**src/include/tdp_pkg.sv**
```systemverilog
// package for the dithered pwm converter sequencer: register map, fields, reset values
// assumes a 32-bit apb slave with one aligned word per register
package tdp_pkg;
    // ===========================================================
    // register byte offsets
    localparam logic [7:0] OFS_TIMER_ONE_CONTROL      = 8'h00;
    localparam logic [7:0] OFS_TIMER_ONE_PERIOD_VALUE = 8'h04;
    localparam logic [7:0] OFS_COMPARE_ONE_VALUE      = 8'h08;
    localparam logic [7:0] OFS_COMPARE_ONE_CONTROL    = 8'h0c;
    localparam logic [7:0] OFS_CONVERTER_CONTROL_ONE  = 8'h10;
    localparam logic [7:0] OFS_RESULT_ONE             = 8'h14;
    localparam logic [7:0] OFS_RESULT_TWO             = 8'h18;
    localparam logic [7:0] OFS_IRQ_STATUS             = 8'h1c;
    localparam logic [7:0] OFS_IRQ_ENABLE             = 8'h20;
    localparam logic [7:0] OFS_IRQ_CLEAR              = 8'h24;
    localparam logic [7:0] OFS_GROUP_A_VECTOR         = 8'h28;
    localparam logic [7:0] OFS_TIMER_ONE_COUNT        = 8'h2c;
    // ===========================================================
    // field positions
    localparam int TCTL_RUN_BIT    = 0;   // timer_one_control: start counting
    localparam int TCTL_UPDOWN_BIT = 1;   // 0 continuous up, 1 continuous up/down
    localparam int CCTL_EN_BIT     = 0;   // compare enable
    localparam int CCTL_PINSEL_BIT = 1;   // shared pin: 1 pwm, 0 digital io
    localparam int CCTL_LOW_BIT    = 2;   // 1 active low, 0 active high
    localparam int ADC_EN1_BIT     = 0;
    localparam int ADC_EN2_BIT     = 1;
    localparam int ADC_DONE_BIT    = 8;   // conversion complete flag
    localparam int IRQ_PERIOD_BIT  = 0;
    localparam int IRQ_CONV_BIT    = 1;
    localparam int IRQ_W           = 2;
    // ===========================================================
    // reset values and counts
    localparam logic [15:0] PERIOD_RST      = 16'hffff;
    localparam logic [15:0] COMPARE_RST     = 16'h0000;
    localparam int          CONV_CYCLES     = 13;
    localparam logic [7:0]  VECTOR_PERIOD   = 8'h27;  // arbitrary vector id
    localparam logic [7:0]  VECTOR_NONE     = 8'h00;

    typedef enum logic [1:0] {
        TDP_CONV_IDLE = 2'b00,
        TDP_CONV_BUSY = 2'b01,
        TDP_CONV_DONE = 2'b11
    } tdp_conv_t;

    typedef struct packed {
        logic        sel;
        logic        en;
        logic        wr;
        logic [7:0]  addr;
        logic [31:0] wdata;
    } tdp_apb_req_t;
endpackage

```
**src/design/tdp_sequencer.sv**
```systemverilog
// timer-driven dithered pwm and dual converter sequencer with apb registers
// assumes synchronous inputs on pclk; the analog converter is modelled by sampling
// two 10-bit digital inputs when the conversion time ends
//
// Operation
// timer counts up continuously and wraps at the programmed period value
// compare unit one uses timer one, output active high
// software selects the shared pin for pwm before enabling compare
// each period match starts a new conversion; the code ignores a match that comes while a conversion is still busy
// software configures analog pins and enables converter via control register
// period interrupt needs both line and source enables; the code has only the one irq_enable bit per source
// timer starts only when its control register is written, last init step
// compare value sets duty; software sweeps 0 to 100 percent
// software steps compare by twice period over oversampling factor
// a slope flag chooses add or subtract of the step
// software reverses slope before passing zero or the period
// handler checks conversion complete flag before reading a result; the sweep handler reads result one without checking it
// two independent converters each give a 10-bit result
// timer is 16 bits, supports continuous up and up/down counting
// handler passes each result to the low-pass stage
// oversampling factor is a power of two
// handler always reads the group vector register
//
// Implementation choices: the register addresses and the APB register port.
`timescale 1ns/1ps
`default_nettype none
module tdp_sequencer #(
    parameter int TW = 16,
    parameter int RW = 10
) (
    input  wire logic          pclk,
    input  wire logic          presetn,
    input  wire logic          psel,
    input  wire logic          penable,
    input  wire logic          pwrite,
    input  wire logic [7:0]    paddr,
    input  wire logic [31:0]   pwdata,
    output logic      [31:0]   prdata,
    output logic               pready,
    output logic               pslverr,
    input  wire logic [RW-1:0] analog_in_one,
    input  wire logic [RW-1:0] analog_in_two,
    output logic               compare_one_pwm_pin,
    output logic               shared_digital_io_bit_oe,
    output logic               cpu_irq_line_two
);
    // ===========================================================
    // bus decode
    tdp_pkg::tdp_apb_req_t req;
    assign req = '{sel: psel, en: penable, wr: pwrite, addr: paddr, wdata: pwdata};
    wire acc    = req.sel && req.en;
    // writes and the vector acknowledge land only at the edge where pready is seen high
    wire wr_acc = acc && req.wr && pready;

    function automatic logic hit(input logic [7:0] a, input logic [7:0] ofs);
        return a == ofs;
    endfunction

    wire w_tctl = wr_acc && hit(req.addr, tdp_pkg::OFS_TIMER_ONE_CONTROL);
    wire w_per  = wr_acc && hit(req.addr, tdp_pkg::OFS_TIMER_ONE_PERIOD_VALUE);
    wire w_cmp  = wr_acc && hit(req.addr, tdp_pkg::OFS_COMPARE_ONE_VALUE);
    wire w_cctl = wr_acc && hit(req.addr, tdp_pkg::OFS_COMPARE_ONE_CONTROL);
    wire w_adc  = wr_acc && hit(req.addr, tdp_pkg::OFS_CONVERTER_CONTROL_ONE);
    wire w_ien  = wr_acc && hit(req.addr, tdp_pkg::OFS_IRQ_ENABLE);
    wire w_iclr = wr_acc && hit(req.addr, tdp_pkg::OFS_IRQ_CLEAR);
    wire r_vec  = acc && !req.wr && pready && hit(req.addr, tdp_pkg::OFS_GROUP_A_VECTOR);
    wire mapped = req.addr <= tdp_pkg::OFS_TIMER_ONE_COUNT && req.addr[1:0] == 2'b00;

    // ===========================================================
    // registers
    localparam int IRQ_W_L = tdp_pkg::IRQ_W;
    typedef tdp_pkg::tdp_conv_t tdp_conv_t_alias;
    logic [1:0]        timer_one_control;
    logic [TW-1:0]     timer_one_period_value;
    logic [TW-1:0]     compare_one_value;
    logic [2:0]        compare_one_control;
    logic [1:0]        adc_enable;
    logic [IRQ_W_L-1:0] irq_status;
    logic [IRQ_W_L-1:0] irq_enable;
    logic [TW-1:0]     count;
    logic              down;
    logic [RW-1:0]     result_one;
    logic [RW-1:0]     result_two;
    logic              conv_done;
    tdp_conv_t_alias   conv_state;
    logic [4:0]        conv_cnt;

    always_ff @(posedge pclk or negedge presetn) begin
        if (!presetn) begin
            timer_one_control      <= 2'h0;
            timer_one_period_value <= tdp_pkg::PERIOD_RST;
            compare_one_value      <= tdp_pkg::COMPARE_RST;
            compare_one_control    <= 3'h0;
            adc_enable             <= 2'h0;
            irq_enable             <= '0;
        end else begin
            if (w_tctl) timer_one_control <= req.wdata[1:0];
            if (w_per)  timer_one_period_value <= req.wdata[TW-1:0];
            if (w_cmp)  compare_one_value <= req.wdata[TW-1:0];
            if (w_cctl) compare_one_control <= req.wdata[2:0];
            if (w_adc)  adc_enable <= req.wdata[1:0];
            if (w_ien)  irq_enable <= req.wdata[IRQ_W_L-1:0];
        end
    end

    // ===========================================================
    // timer: continuous up or up/down, 16 bits
    wire running   = timer_one_control[tdp_pkg::TCTL_RUN_BIT];
    wire updown    = timer_one_control[tdp_pkg::TCTL_UPDOWN_BIT];
    wire at_period = count >= timer_one_period_value;
    // period match at the top of the count; in up/down mode it comes once per turn
    wire period_match = running && at_period && !(updown && down);
    logic [TW-1:0] next_count;
    logic          next_down;
    always_comb begin
        next_count = count;
        next_down  = down;
        if (!running) begin
            next_count = count;
        end else if (!updown) begin
            next_count = at_period ? '0 : count + 1'b1;
            next_down  = 1'b0;
        end else if (down) begin
            next_count = count == '0 ? count + 1'b1 : count - 1'b1;
            next_down  = count != '0 && count != 1'b1 ? 1'b1 : 1'b0;
        end else begin
            // a zero period holds the count at zero instead of wrapping below it
            next_count = at_period ? (count == '0 ? count : count - 1'b1) : count + 1'b1;
            next_down  = at_period && count != '0;
        end
    end
    always_ff @(posedge pclk or negedge presetn) begin
        if (!presetn) begin
            count <= '0;
            down  <= 1'b0;
        end else begin
            count <= next_count;
            down  <= next_down;
        end
    end

    // ===========================================================
    // compare one on timer one; pin drives only in pwm mode
    wire cmp_en  = compare_one_control[tdp_pkg::CCTL_EN_BIT];
    wire pin_pwm = compare_one_control[tdp_pkg::CCTL_PINSEL_BIT];
    wire active  = count < compare_one_value;
    // duty of 0 keeps the pin low, a value above the period keeps it high: full 0..100 percent
    wire pwm_lvl = (cmp_en && active) ^ compare_one_control[tdp_pkg::CCTL_LOW_BIT];
    always_ff @(posedge pclk or negedge presetn) begin
        if (!presetn) begin
            compare_one_pwm_pin      <= 1'b0;
            shared_digital_io_bit_oe <= 1'b0;
        end else begin
            compare_one_pwm_pin      <= pin_pwm && pwm_lvl;
            shared_digital_io_bit_oe <= pin_pwm;
        end
    end

    // ===========================================================
    // converters: both start on period match, finish after CONV_CYCLES
    wire any_adc = |adc_enable;
    wire conv_end = conv_state == tdp_pkg::TDP_CONV_BUSY
                 && conv_cnt == 5'(tdp_pkg::CONV_CYCLES - 1);
    always_ff @(posedge pclk or negedge presetn) begin
        if (!presetn) begin
            conv_state <= tdp_pkg::TDP_CONV_IDLE;
            conv_cnt   <= 5'h0;
            result_one <= '0;
            result_two <= '0;
        end else begin
            case (conv_state)
                tdp_pkg::TDP_CONV_IDLE, tdp_pkg::TDP_CONV_DONE: begin
                    if (period_match && any_adc) begin
                        conv_state <= tdp_pkg::TDP_CONV_BUSY;
                        conv_cnt   <= 5'h0;
                    end
                end
                tdp_pkg::TDP_CONV_BUSY: begin
                    conv_cnt <= conv_cnt + 5'h1;
                    if (conv_end) begin
                        conv_state <= tdp_pkg::TDP_CONV_DONE;

                        if (adc_enable[tdp_pkg::ADC_EN1_BIT]) result_one <= analog_in_one;
                        if (adc_enable[tdp_pkg::ADC_EN2_BIT]) result_two <= analog_in_two;
                    end
                end
                default: conv_state <= tdp_pkg::TDP_CONV_IDLE;
            endcase
        end
    end

    // ===========================================================
    // interrupt status: set wins over clear
    logic [IRQ_W_L-1:0] ev;
    assign ev = {conv_end, period_match};
    assign conv_done = irq_status[tdp_pkg::IRQ_CONV_BIT];
    logic [IRQ_W_L-1:0] clr;
    assign clr = w_iclr ? req.wdata[IRQ_W_L-1:0] : '0;
    // reading the vector acknowledges the period source
    logic [IRQ_W_L-1:0] vclr;
    assign vclr = r_vec ? IRQ_W_L'(1) : '0;
    always_ff @(posedge pclk or negedge presetn) begin
        if (!presetn) begin
            irq_status       <= '0;
            cpu_irq_line_two <= 1'b0;
        end else begin
            irq_status       <= ev | (irq_status & ~clr & ~vclr);
            cpu_irq_line_two <= |(irq_status & irq_enable);
        end
    end

    // ===========================================================
    // read mux, one wait state
    logic [31:0] rd;
    always_comb begin
        rd = 32'h0;
        case (req.addr)
            tdp_pkg::OFS_TIMER_ONE_CONTROL:      rd = {30'h0, timer_one_control};
            tdp_pkg::OFS_TIMER_ONE_PERIOD_VALUE: rd = {16'h0, timer_one_period_value};
            tdp_pkg::OFS_COMPARE_ONE_VALUE:      rd = {16'h0, compare_one_value};
            tdp_pkg::OFS_COMPARE_ONE_CONTROL:    rd = {29'h0, compare_one_control};
            tdp_pkg::OFS_CONVERTER_CONTROL_ONE:  rd = {23'h0, conv_done, 6'h0, adc_enable};
            tdp_pkg::OFS_RESULT_ONE:             rd = {22'h0, result_one};
            tdp_pkg::OFS_RESULT_TWO:             rd = {22'h0, result_two};
            tdp_pkg::OFS_IRQ_STATUS:             rd = {30'h0, irq_status};
            tdp_pkg::OFS_IRQ_ENABLE:             rd = {30'h0, irq_enable};
            tdp_pkg::OFS_GROUP_A_VECTOR:         rd = {24'h0, irq_status[0] ?
                                                       tdp_pkg::VECTOR_PERIOD : tdp_pkg::VECTOR_NONE};
            tdp_pkg::OFS_TIMER_ONE_COUNT:        rd = {16'h0, count};
            default:                             rd = 32'h0;
        endcase
    end
    always_ff @(posedge pclk or negedge presetn) begin
        if (!presetn) begin
            prdata  <= 32'h0;
            pready  <= 1'b0;
            pslverr <= 1'b0;
        end else begin
            // answer one cycle into the access phase, registered outputs
            pready  <= req.sel && req.en && !pready;
            prdata  <= rd;
            pslverr <= req.sel && req.en && !pready && !mapped;
        end
    end

    // ===========================================================
    // checks
    property p_wrap;
        @(posedge pclk) disable iff (!presetn) running && !updown && at_period |=> count == '0;
    endproperty
    a_wrap: assert property (p_wrap) else $error("no wrap");
    property p_run_start;
        @(posedge pclk) disable iff (!presetn) !running && !w_tctl |=> $stable(count);
    endproperty
    a_run_start: assert property (p_run_start) else $error("timer moved while stopped");
    property p_conv;
        @(posedge pclk) disable iff (!presetn)
        period_match && any_adc && conv_state != tdp_pkg::TDP_CONV_BUSY
        |=> conv_state == tdp_pkg::TDP_CONV_BUSY ##12 conv_end;
    endproperty
    a_conv: assert property (p_conv) else $error("conversion not started or wrong length");
    property p_irq;
        @(posedge pclk) disable iff (!presetn)
        (irq_status[0] && irq_enable[0]) |=> cpu_irq_line_two;
    endproperty
    a_irq: assert property (p_irq) else $error("irq not raised");
    property p_pin;
        @(posedge pclk) disable iff (!presetn) !pin_pwm |=> !compare_one_pwm_pin;
    endproperty
    a_pin: assert property (p_pin) else $error("pin driven in io mode");
    property p_pwm_high;
        @(posedge pclk) disable iff (!presetn)
        pin_pwm && cmp_en && !compare_one_control[2] && active |=> compare_one_pwm_pin;
    endproperty
    a_pwm_high: assert property (p_pwm_high) else $error("pwm not active high");
    property p_done_flag;
        @(posedge pclk) disable iff (!presetn) conv_end |=> conv_done;
    endproperty
    a_done_flag: assert property (p_done_flag) else $error("done flag missing");
    property p_count_range;
        @(posedge pclk) disable iff (!presetn)
        running && !updown && count <= timer_one_period_value |=> count <= timer_one_period_value;
    endproperty
    a_count_range: assert property (p_count_range) else $error("count past period");
    property p_oe;
        @(posedge pclk) disable iff (!presetn) pin_pwm |=> shared_digital_io_bit_oe;
    endproperty
    a_oe: assert property (p_oe) else $error("pin not handed to pwm");
    property p_turn;
        @(posedge pclk) disable iff (!presetn)
        running && updown && !down && at_period && count != '0 |=> down;
    endproperty
    a_turn: assert property (p_turn) else $error("no turn at period");
    c_match: cover property (@(posedge pclk) period_match);
    c_updown: cover property (@(posedge pclk) updown && period_match);
    c_conv:  cover property (@(posedge pclk) conv_end);
    c_irq:   cover property (@(posedge pclk) $rose(cpu_irq_line_two));
endmodule
`default_nettype wire

```
**config.mk**
```make
export PLATFORM = sky130hd
export DESIGN_NAME = tdp_sequencer
export DESIGN_NICKNAME = d
export VERILOG_FILES = /design/src/include/tdp_pkg.sv /design/src/design/tdp_sequencer.sv
export SDC_FILE = /design/constraint.sdc
export NUM_CORES = 1
export LEC_CHECK = 0
export ABC_CLOCK_PERIOD_IN_PS = 3600
export BUFFER_PORTS_ARGS = -buffer_cell sky130_fd_sc_hd__buf_2
export CAP_MARGIN = 0
export CORE_MARGIN = 3
export CORE_UTILIZATION = 53
export DETAILED_ROUTE_END_ITERATION = 10
export GPL_TIMING_DRIVEN = 0
export PLACE_DENSITY = 0.77
export SKIP_CTS_REPAIR_TIMING = 1
export SYNTH_ARGS = -nofsm -noshare
export SYNTH_HDL_FRONTEND = slang
export SYNTH_SLANG_ARGS = --single-unit
```
**constraint.sdc**
```tcl
create_clock -name pclk -period 3.6 [get_ports pclk]
set_input_delay 0.72 -clock pclk [delete_from_list [all_inputs] [get_ports pclk]]
set_output_delay 0.72 -clock pclk [all_outputs]
set_load 0.01 [all_outputs]
```
==> results of run 1 <==
worst min-delay path by stage:
stage          slack, ps                                from  cells past startpoint                            endpoint
5_1_grt              470                             presetn                      1               count[13]$_DFFE_PN0P_
4_1_cts              430                             presetn                      1                 prdata[9]$_DFF_PN0_
3_3_place_gp         440  compare_one_control[1]$_DFFE_PN0P_                      0  shared_digital_io_bit_oe$_DFF_PN0_
6_report             420                             presetn                      1               count[13]$_DFFE_PN0P_
3_5_place_dp         460  compare_one_control[1]$_DFFE_PN0P_                      0  shared_digital_io_bit_oe$_DFF_PN0_
2_1_floorplan        410  compare_one_control[1]$_DFFE_PN0P_                      0  shared_digital_io_bit_oe$_DFF_PN0_
worst max-delay path, stage by stage (launching register included):
cell,delay [ps]
dfrtp_1,600
inv_1,180
ha_1,300
nand2b_1,130
a2111oi_0,400
and4bb_2,330
nor3_4,370
o31a_1,250
buf_4,200
o221ai_1,130
a22o_1,270
state kept, by name, indices dropped and copies added, names as in the netlist:
name / count
result_two: 10
compare_one_pwm_pin: 1
shared_digital_io_bit_oe: 1
timer_one_period_value: 16
compare_one_control: 3
pready: 1
adc_enable: 2
compare_one_value: 16
irq_enable: 2
pslverr: 1
result_one: 10
cpu_irq_line_two: 1
irq_status: 2
prdata: 16
conv_cnt: 5
count: 16
conv_state: 2
timer_one_control: 2
down: 1
cells by family after synthesis:
| group | Yosys count | synth area share, % |
|---|---|---|
| adders and majority gates | 39 | 7.735 |
| other | 1 | 0.05944 |
| and+or+nand+nor | 167 | 14.58 |
| AOI/OAI and AO/OA | 128 | 15.63 |
| muxes | 63 | 11.21 |
| xor gates and xnor gates | 3 | 0.4166 |
| buffers and inverters | 92 | 7.219 |
| DFF | 108 | 43.16 |
power by group:
group,switching [mW],internal [mW],total (mW)
Sequential,0.0590,1.28,1.34
Clock,0.473,0.573,1.05
Combinational,0.219,0.179,0.398
synth_stat cells (3+ instances only):
library cell,n,share of area [%]
dfrtp_1,92,36
mux2_2,61,11
inv_1,51,3.0
nand2_1,42,2.5
ha_1,39,7.7
nor2_1,38,2.3
a22o_1,21,2.9
buf_4,18,2.1
a21oi_1,17,1.3
dfstp_2,16,6.7
a22oi_1,15,1.8
clkbuf_1,14,0.83
nor3_1,14,1.1
o21ai_0,13,1.0
a222oi_1,12,1.9
nand3_1,12,0.95
nand4_1,12,1.2
a21o_1,8,0.95
and3_1,8,0.79
o221ai_1,7,0.97
or3_1,6,0.60
buf_6,5,0.89
nand2b_1,5,0.50
a211o_1,3,0.42
a211oi_1,3,0.36
a31oi_1,3,0.30
and2_1,3,0.30
and4_1,3,0.42
buf_2,3,0.24
nor2_2,3,0.30
o22ai_1,3,0.30
xnor2_1,3,0.42
final cells by class:
type	count	area [um^2]	area share, %
multi-input combinational	416	3187	44.07
sequential	108	2723	37.65
timing repair buffer	69	370.4	5.122
buffer	41	264.0	3.651
clock buffer	10	239.0	3.305
inverter	51	191.4	2.648
tap	143	178.9	2.474
clock inverter	6	77.57	1.073
stage by stage:
stage	utilization [%]	setup slack, ps
after floorplan	-	809.8
after global placement	59.78	384.0
after detailed placement	60.04	322.0
after CTS	62.79	382.2
after global routing	62.79	41.42
final	62.79	311.7
layer usage:
metal | vias to the layer above | global-route usage [%] | share of wire, %
li1 | 2374 | - | -
met1 | 2494 | 34.17 | 43
met2 | 219 | 41.40 | 48
met3 | 28 | 5.316 | 6.7
met4 | 0 | 8.607 | 2.3
met5 | - | 0 | 0
==> summary.md, run 1 <==
| Metric | Value |
|---|---|
| Post-synth top flop | `dfrtp_1` |
| Hold/Removal Path Class | `in2async` |
| GRT Residual Overflow | `0` |
| Leakage power total | `3.557 nW` |
| Number of max-slew violations in the final report | `0` |
| Fin cells | `844` |
| Buffers added on ports | `68` |
| CP endpoint kind | `register` |
| Syn Area/Cell | `10.50 um^2` |
| Dpl cells | `828` |
| Arrival time at the worst endpoint | `3530 ps` |
| Final setup TNS | `0 ps` |
| Maximum Capacitance Violations | `0` |
| Total routed wirelength | `16050 um` |
| Share of async-settable or async-resettable flops after synthesis | `100.0%` |
| Pin count of the biggest net entering global routing | `57` |
| Slew headroom | `35.12%` |
| CTS Root Buffer Type | `clkbuf_16` |
| Total power | `2.780 mW` |
| Clock transition at the register clock pins on the worst setup and hold paths after CTS | `70 ps` |
| Standard cell core area | `11520 um^2` |
| Number of nets still failing antenna checks after routing | `0` |
| Synth warn | `0` |
| Number of hold violations in the final report | `0` |
| Weighted congestion reported at the end of routability-driven placement | `0.9437` |
| Violation count after the first detailed-routing iteration | `521` |
| EDFF count, synth | `0` |
| RSZ-0062 raised after global routing | `false` |
| Highest ir drop seen on vdd | `0.4050 mV` |
| Number of sinks driven by the clock tree | `108` |
| Effective utilization at floorplan | `54.78%` |
| Die area | `13250 um^2` |
| Setup violation total in the final timing report | `0` |
| Insertion delay of the later-clocked pin in the worst-skew pair | `360 ps` |
| Number of CTS-inserted buffers | `9` |
| Worst r2r src | `count[0]$_DFFE_PN0P_` |
| Fraction of the yosys area taken by sequential cells | `43.16%` |
| Category of the most critical setup path | `reg2reg` |
| Worst hold slack across all endpoints | `416.5 ps` |
| Number of top-level pins | `102` |
| Average wire per standard cell | `19.02 um` |
| Depth of the worst register-to-register path | `10` |
| Category of the worst setup path launch point | `register` |
| Share of cells above drive strength 1 | `29.81%` |
| Maximum clock path buffer count | `2` |
| Crit path time final | `3288 ps` |
| Result of the run | `finished, final reports clean` |
| Antenna Cells | `0` |
| Critical-path maximum fanout | `10` |
| Highest clock rate | `304.1 MHz` |
| Pwr dens | `384.5 nW/um^2` |
| GRT Total Usage | `25.49%` |
| Destination of the critical timing path | `count[6]$_DFFE_PN0P_` |
| DR pass1 iterations | `6` |
| Die outline width | `115.1 um` |
| CTS H-tree depth | `3` |
| Area of the mapped netlist | `6309 um^2` |
| Design Area, Final | `7231 um^2` |
| Worst Setup SP | `count[0]$_DFFE_PN0P_` |
| Clock tree from TritonCTS | `yes` |
| Die height | `115.1 um` |
| Per-cell via count in the routed design | `6.060` |
| Number of global-route vias before repair | `5215` |
| Synthesized instance count | `601` |
| Highest-count cells in the layout ignoring fill and taps | `dfrtp_1, buf_2, mux2_2` |
| Placement Cell Area | `6914 um^2` |
| Dpl hpwl | `11960 um` |
| Post-synthesis to final-layout area growth | `14.62%` |
| Fillers | `945` |
| Number of standard-cell rows in the floorplan | `39` |
| Fin crit share | `91.34%` |
| Crit path required time | `3840 ps` |
| Number of nets in the final layout | `800` |
| Most common library cell in the layout ignoring fill and taps | `dfrtp_1` |
| Distinct cells, synth | `70` |
| Via count | `5115` |
| DRC violation count after routing | `0` |
| Worst clock skew | `10.17 ps` |
| Worst-margin pin slew | `969.6 ps` |
| End of the worst register-to-register path | `count[6]$_DFFE_PN0P_` |
| Reg2Reg Setup Slack | `310 ps` |
| Synthesized flop and latch total | `108` |
| Antenna violations before repair | `0` |
| Global-route wire length before repair | `26340 um` |
No activity file was read; power rests on OpenSTA's default activity.
==> inputs of run 2 (changes only) <==
Settings changed: ABC_CLOCK_PERIOD_IN_PS 3600 to default, GPL_TIMING_DRIVEN 0 to default.
==> run 2 against run 1 <==
Sequential share of layout area is 0.73 points higher. Sequential power hardly changed. Fmax fell by 2.6%. Final area down 1.9%. Clock skew fell by 6.1 ps. Core utilization down 1.2 points. Setup slack worse by 87 ps. Global-route usage shrank 1.2 points. Register-to-register slack got worse by 90 ps. Highest routed layer unchanged.
==> summary.md, run 2 (synthesis gave the netlist of run 1 again) <==
| Metric | Value |
|---|---|
| Result of the run | `finished, final reports clean` |
| Die height | `115.1 um` |
| Effective utilization at floorplan | `54.78%` |
| Highest-count cells in the layout ignoring fill and taps | `dfrtp_1, buf_2, mux2_2` |
| Die outline width | `115.1 um` |
| Placement Cell Area | `6763 um^2` |
| Antenna violations before repair | `0` |
| Fillers | `949` |
| Hold/Removal Path Class | `in2async` |
| Share of cells above drive strength 1 | `29.50%` |
| DR pass1 iterations | `5` |
| Number of nets still failing antenna checks after routing | `0` |
| Clock tree from TritonCTS | `yes` |
| Number of sinks driven by the clock tree | `108` |
| Area used by multi-input combinational logic | `3187 um^2` |
| Number of hold violations in the final report | `0` |
| Buffers added on ports | `69` |
| CTS H-tree depth | `3` |
| Crit path time final | `3375 ps` |
| Number of nets in the final layout | `777` |
| Final setup TNS | `0 ps` |
| Worst clock skew | `4.099 ps` |
| CTS Root Buffer Type | `clkbuf_16` |
| Global-route wire length before repair | `25010 um` |
| Slew headroom | `38.07%` |
| CP endpoint kind | `register` |
| Arrival time at the worst endpoint | `3620 ps` |
| Violation count after the first detailed-routing iteration | `478` |
| Antenna Cells | `0` |
| Maximum clock path buffer count | `2` |
| Setup violation total in the final timing report | `0` |
| Highest ir drop seen on vdd | `0.3831 mV` |
| Pin count of the biggest net entering global routing | `63` |
| Die area | `13250 um^2` |
| Category of the worst setup path launch point | `register` |
| Critical-path maximum fanout | `12` |
| Worst slack after detailed placement | `270.9 ps` |
| Final setup slack of the worst path | `224.6 ps` |
| Highest clock rate | `296.3 MHz` |
| Weighted congestion reported at the end of routability-driven placement | `0.9436` |
| GRT Total Usage | `24.26%` |
| Number of CTS-inserted buffers | `9` |
| Pwr dens | `394.2 nW/um^2` |
| Post-synthesis to final-layout area growth | `12.44%` |
| Total routed wirelength | `15410 um` |
| Design Area, Final | `7093 um^2` |
| Per-cell via count in the routed design | `6.150` |
| Crit path required time | `3850 ps` |
| Clock transition at the register clock pins on the worst setup and hold paths after CTS | `70 ps` |
| Standard cell core area | `11520 um^2` |
| Category of the most critical setup path | `reg2reg` |
| Number of top-level pins | `102` |
| Leakage power total | `3.480 nW` |
| DRC violation count after routing | `0` |
| Worst-margin pin slew | `926.7 ps` |
| Insertion delay of the later-clocked pin in the worst-skew pair | `360 ps` |
| Number of global-route vias before repair | `4988` |
| Number of standard-cell rows in the floorplan | `39` |
| Sequential cell area in the final layout | `2723 um^2` |
| GRT Residual Overflow | `0` |
| Most common library cell in the layout ignoring fill and taps | `dfrtp_1` |
| Via count | `5049` |
| Average wire per standard cell | `18.77 um` |
| Number of max-slew violations in the final report | `0` |
| RSZ-0062 raised after global routing | `false` |
| Maximum Capacitance Violations | `0` |
| Fin crit share | `93.76%` |
| Dpl hpwl | `11000 um` |
[run 2: cell count changes in the layout (fill, tap and decap cells not counted), sizes merged]
cell and delta:
bufinv +1, clkbuf -16, clkinv +1, inv -1, buf -8
[run 2: critical path: stages (launching register included)]
cell	delay (ps)
dfstp_2	560
ha_1	230
nand2b_1	150
a2111oi_0	610
and4bb_2	350
nor3_4	330
o31a_1	500
o221ai_1	240
a22o_1	280
[run 2: final cells by class]
type / count / area share (%)
timing repair buffer: 87 / 6.809
clock buffer: 9 / 3.175
clock inverter: 7 / 1.482
multi-input combinational: 416 / 44.93
inverter: 51 / 2.699
sequential: 108 / 38.38
tap: 143 / 2.522
[run 2: routing by layer]
metal / wire length, um / GRT usage, % / share of wire [%] / vias up
li1: - / - / - / 2331
met1: 6359 / 31.55 / 41 / 2459
met2: 7568 / 39.58 / 49 / 225
met3: 1096 / 6.368 / 7.1 / 34
met4: 387 / 8.059 / 2.5 / 0
met5: 0 / 0 / 0 / -
[run 2: worst paths after layout]
check,cells after the start,slack [ps],to,start
min reg2reg,1,470,pready$_DFF_PN0_,pready$_DFF_PN0_
max,8,220,count[8]$_DFFE_PN0P_,timer_one_period_value[0]$_DFFE_PN1P_
max reg2reg,8,220,count[8]$_DFFE_PN0P_,timer_one_period_value[0]$_DFFE_PN1P_
min,1,430,prdata[11]$_DFF_PN0_,presetn
min in group pclk,1,470,pready$_DFF_PN0_,pready$_DFF_PN0_
max in group asynchronous,2,2300,timer_one_period_value[13]$_DFFE_PN1P_,presetn
[run 2: report_power, final]
group / switching, mW / leakage (nW) / internal (mW)
Combinational: 0.207 / 1.94 / 0.165
Sequential: 0.0595 / 1.39 / 1.28
Clock: 0.468 / 0.159 / 0.621
Total: 0.734 / 3.48 / 2.06
[run 2: stage by stage]
step / instances / hold slack, ps / total power, mW / util, %
global placement: 805 / 459.2 / 1.703 / 58.72
global route: 821 / 486.0 / 2.932 / 61.59
finish: 821 / 430.3 / 2.796 / 61.59
floorplan: 616 / 409.4 / 1.615 / -
CTS: 821 / 464.2 / 2.822 / 61.59
detailed placement: 805 / 464.1 / 1.727 / 58.72
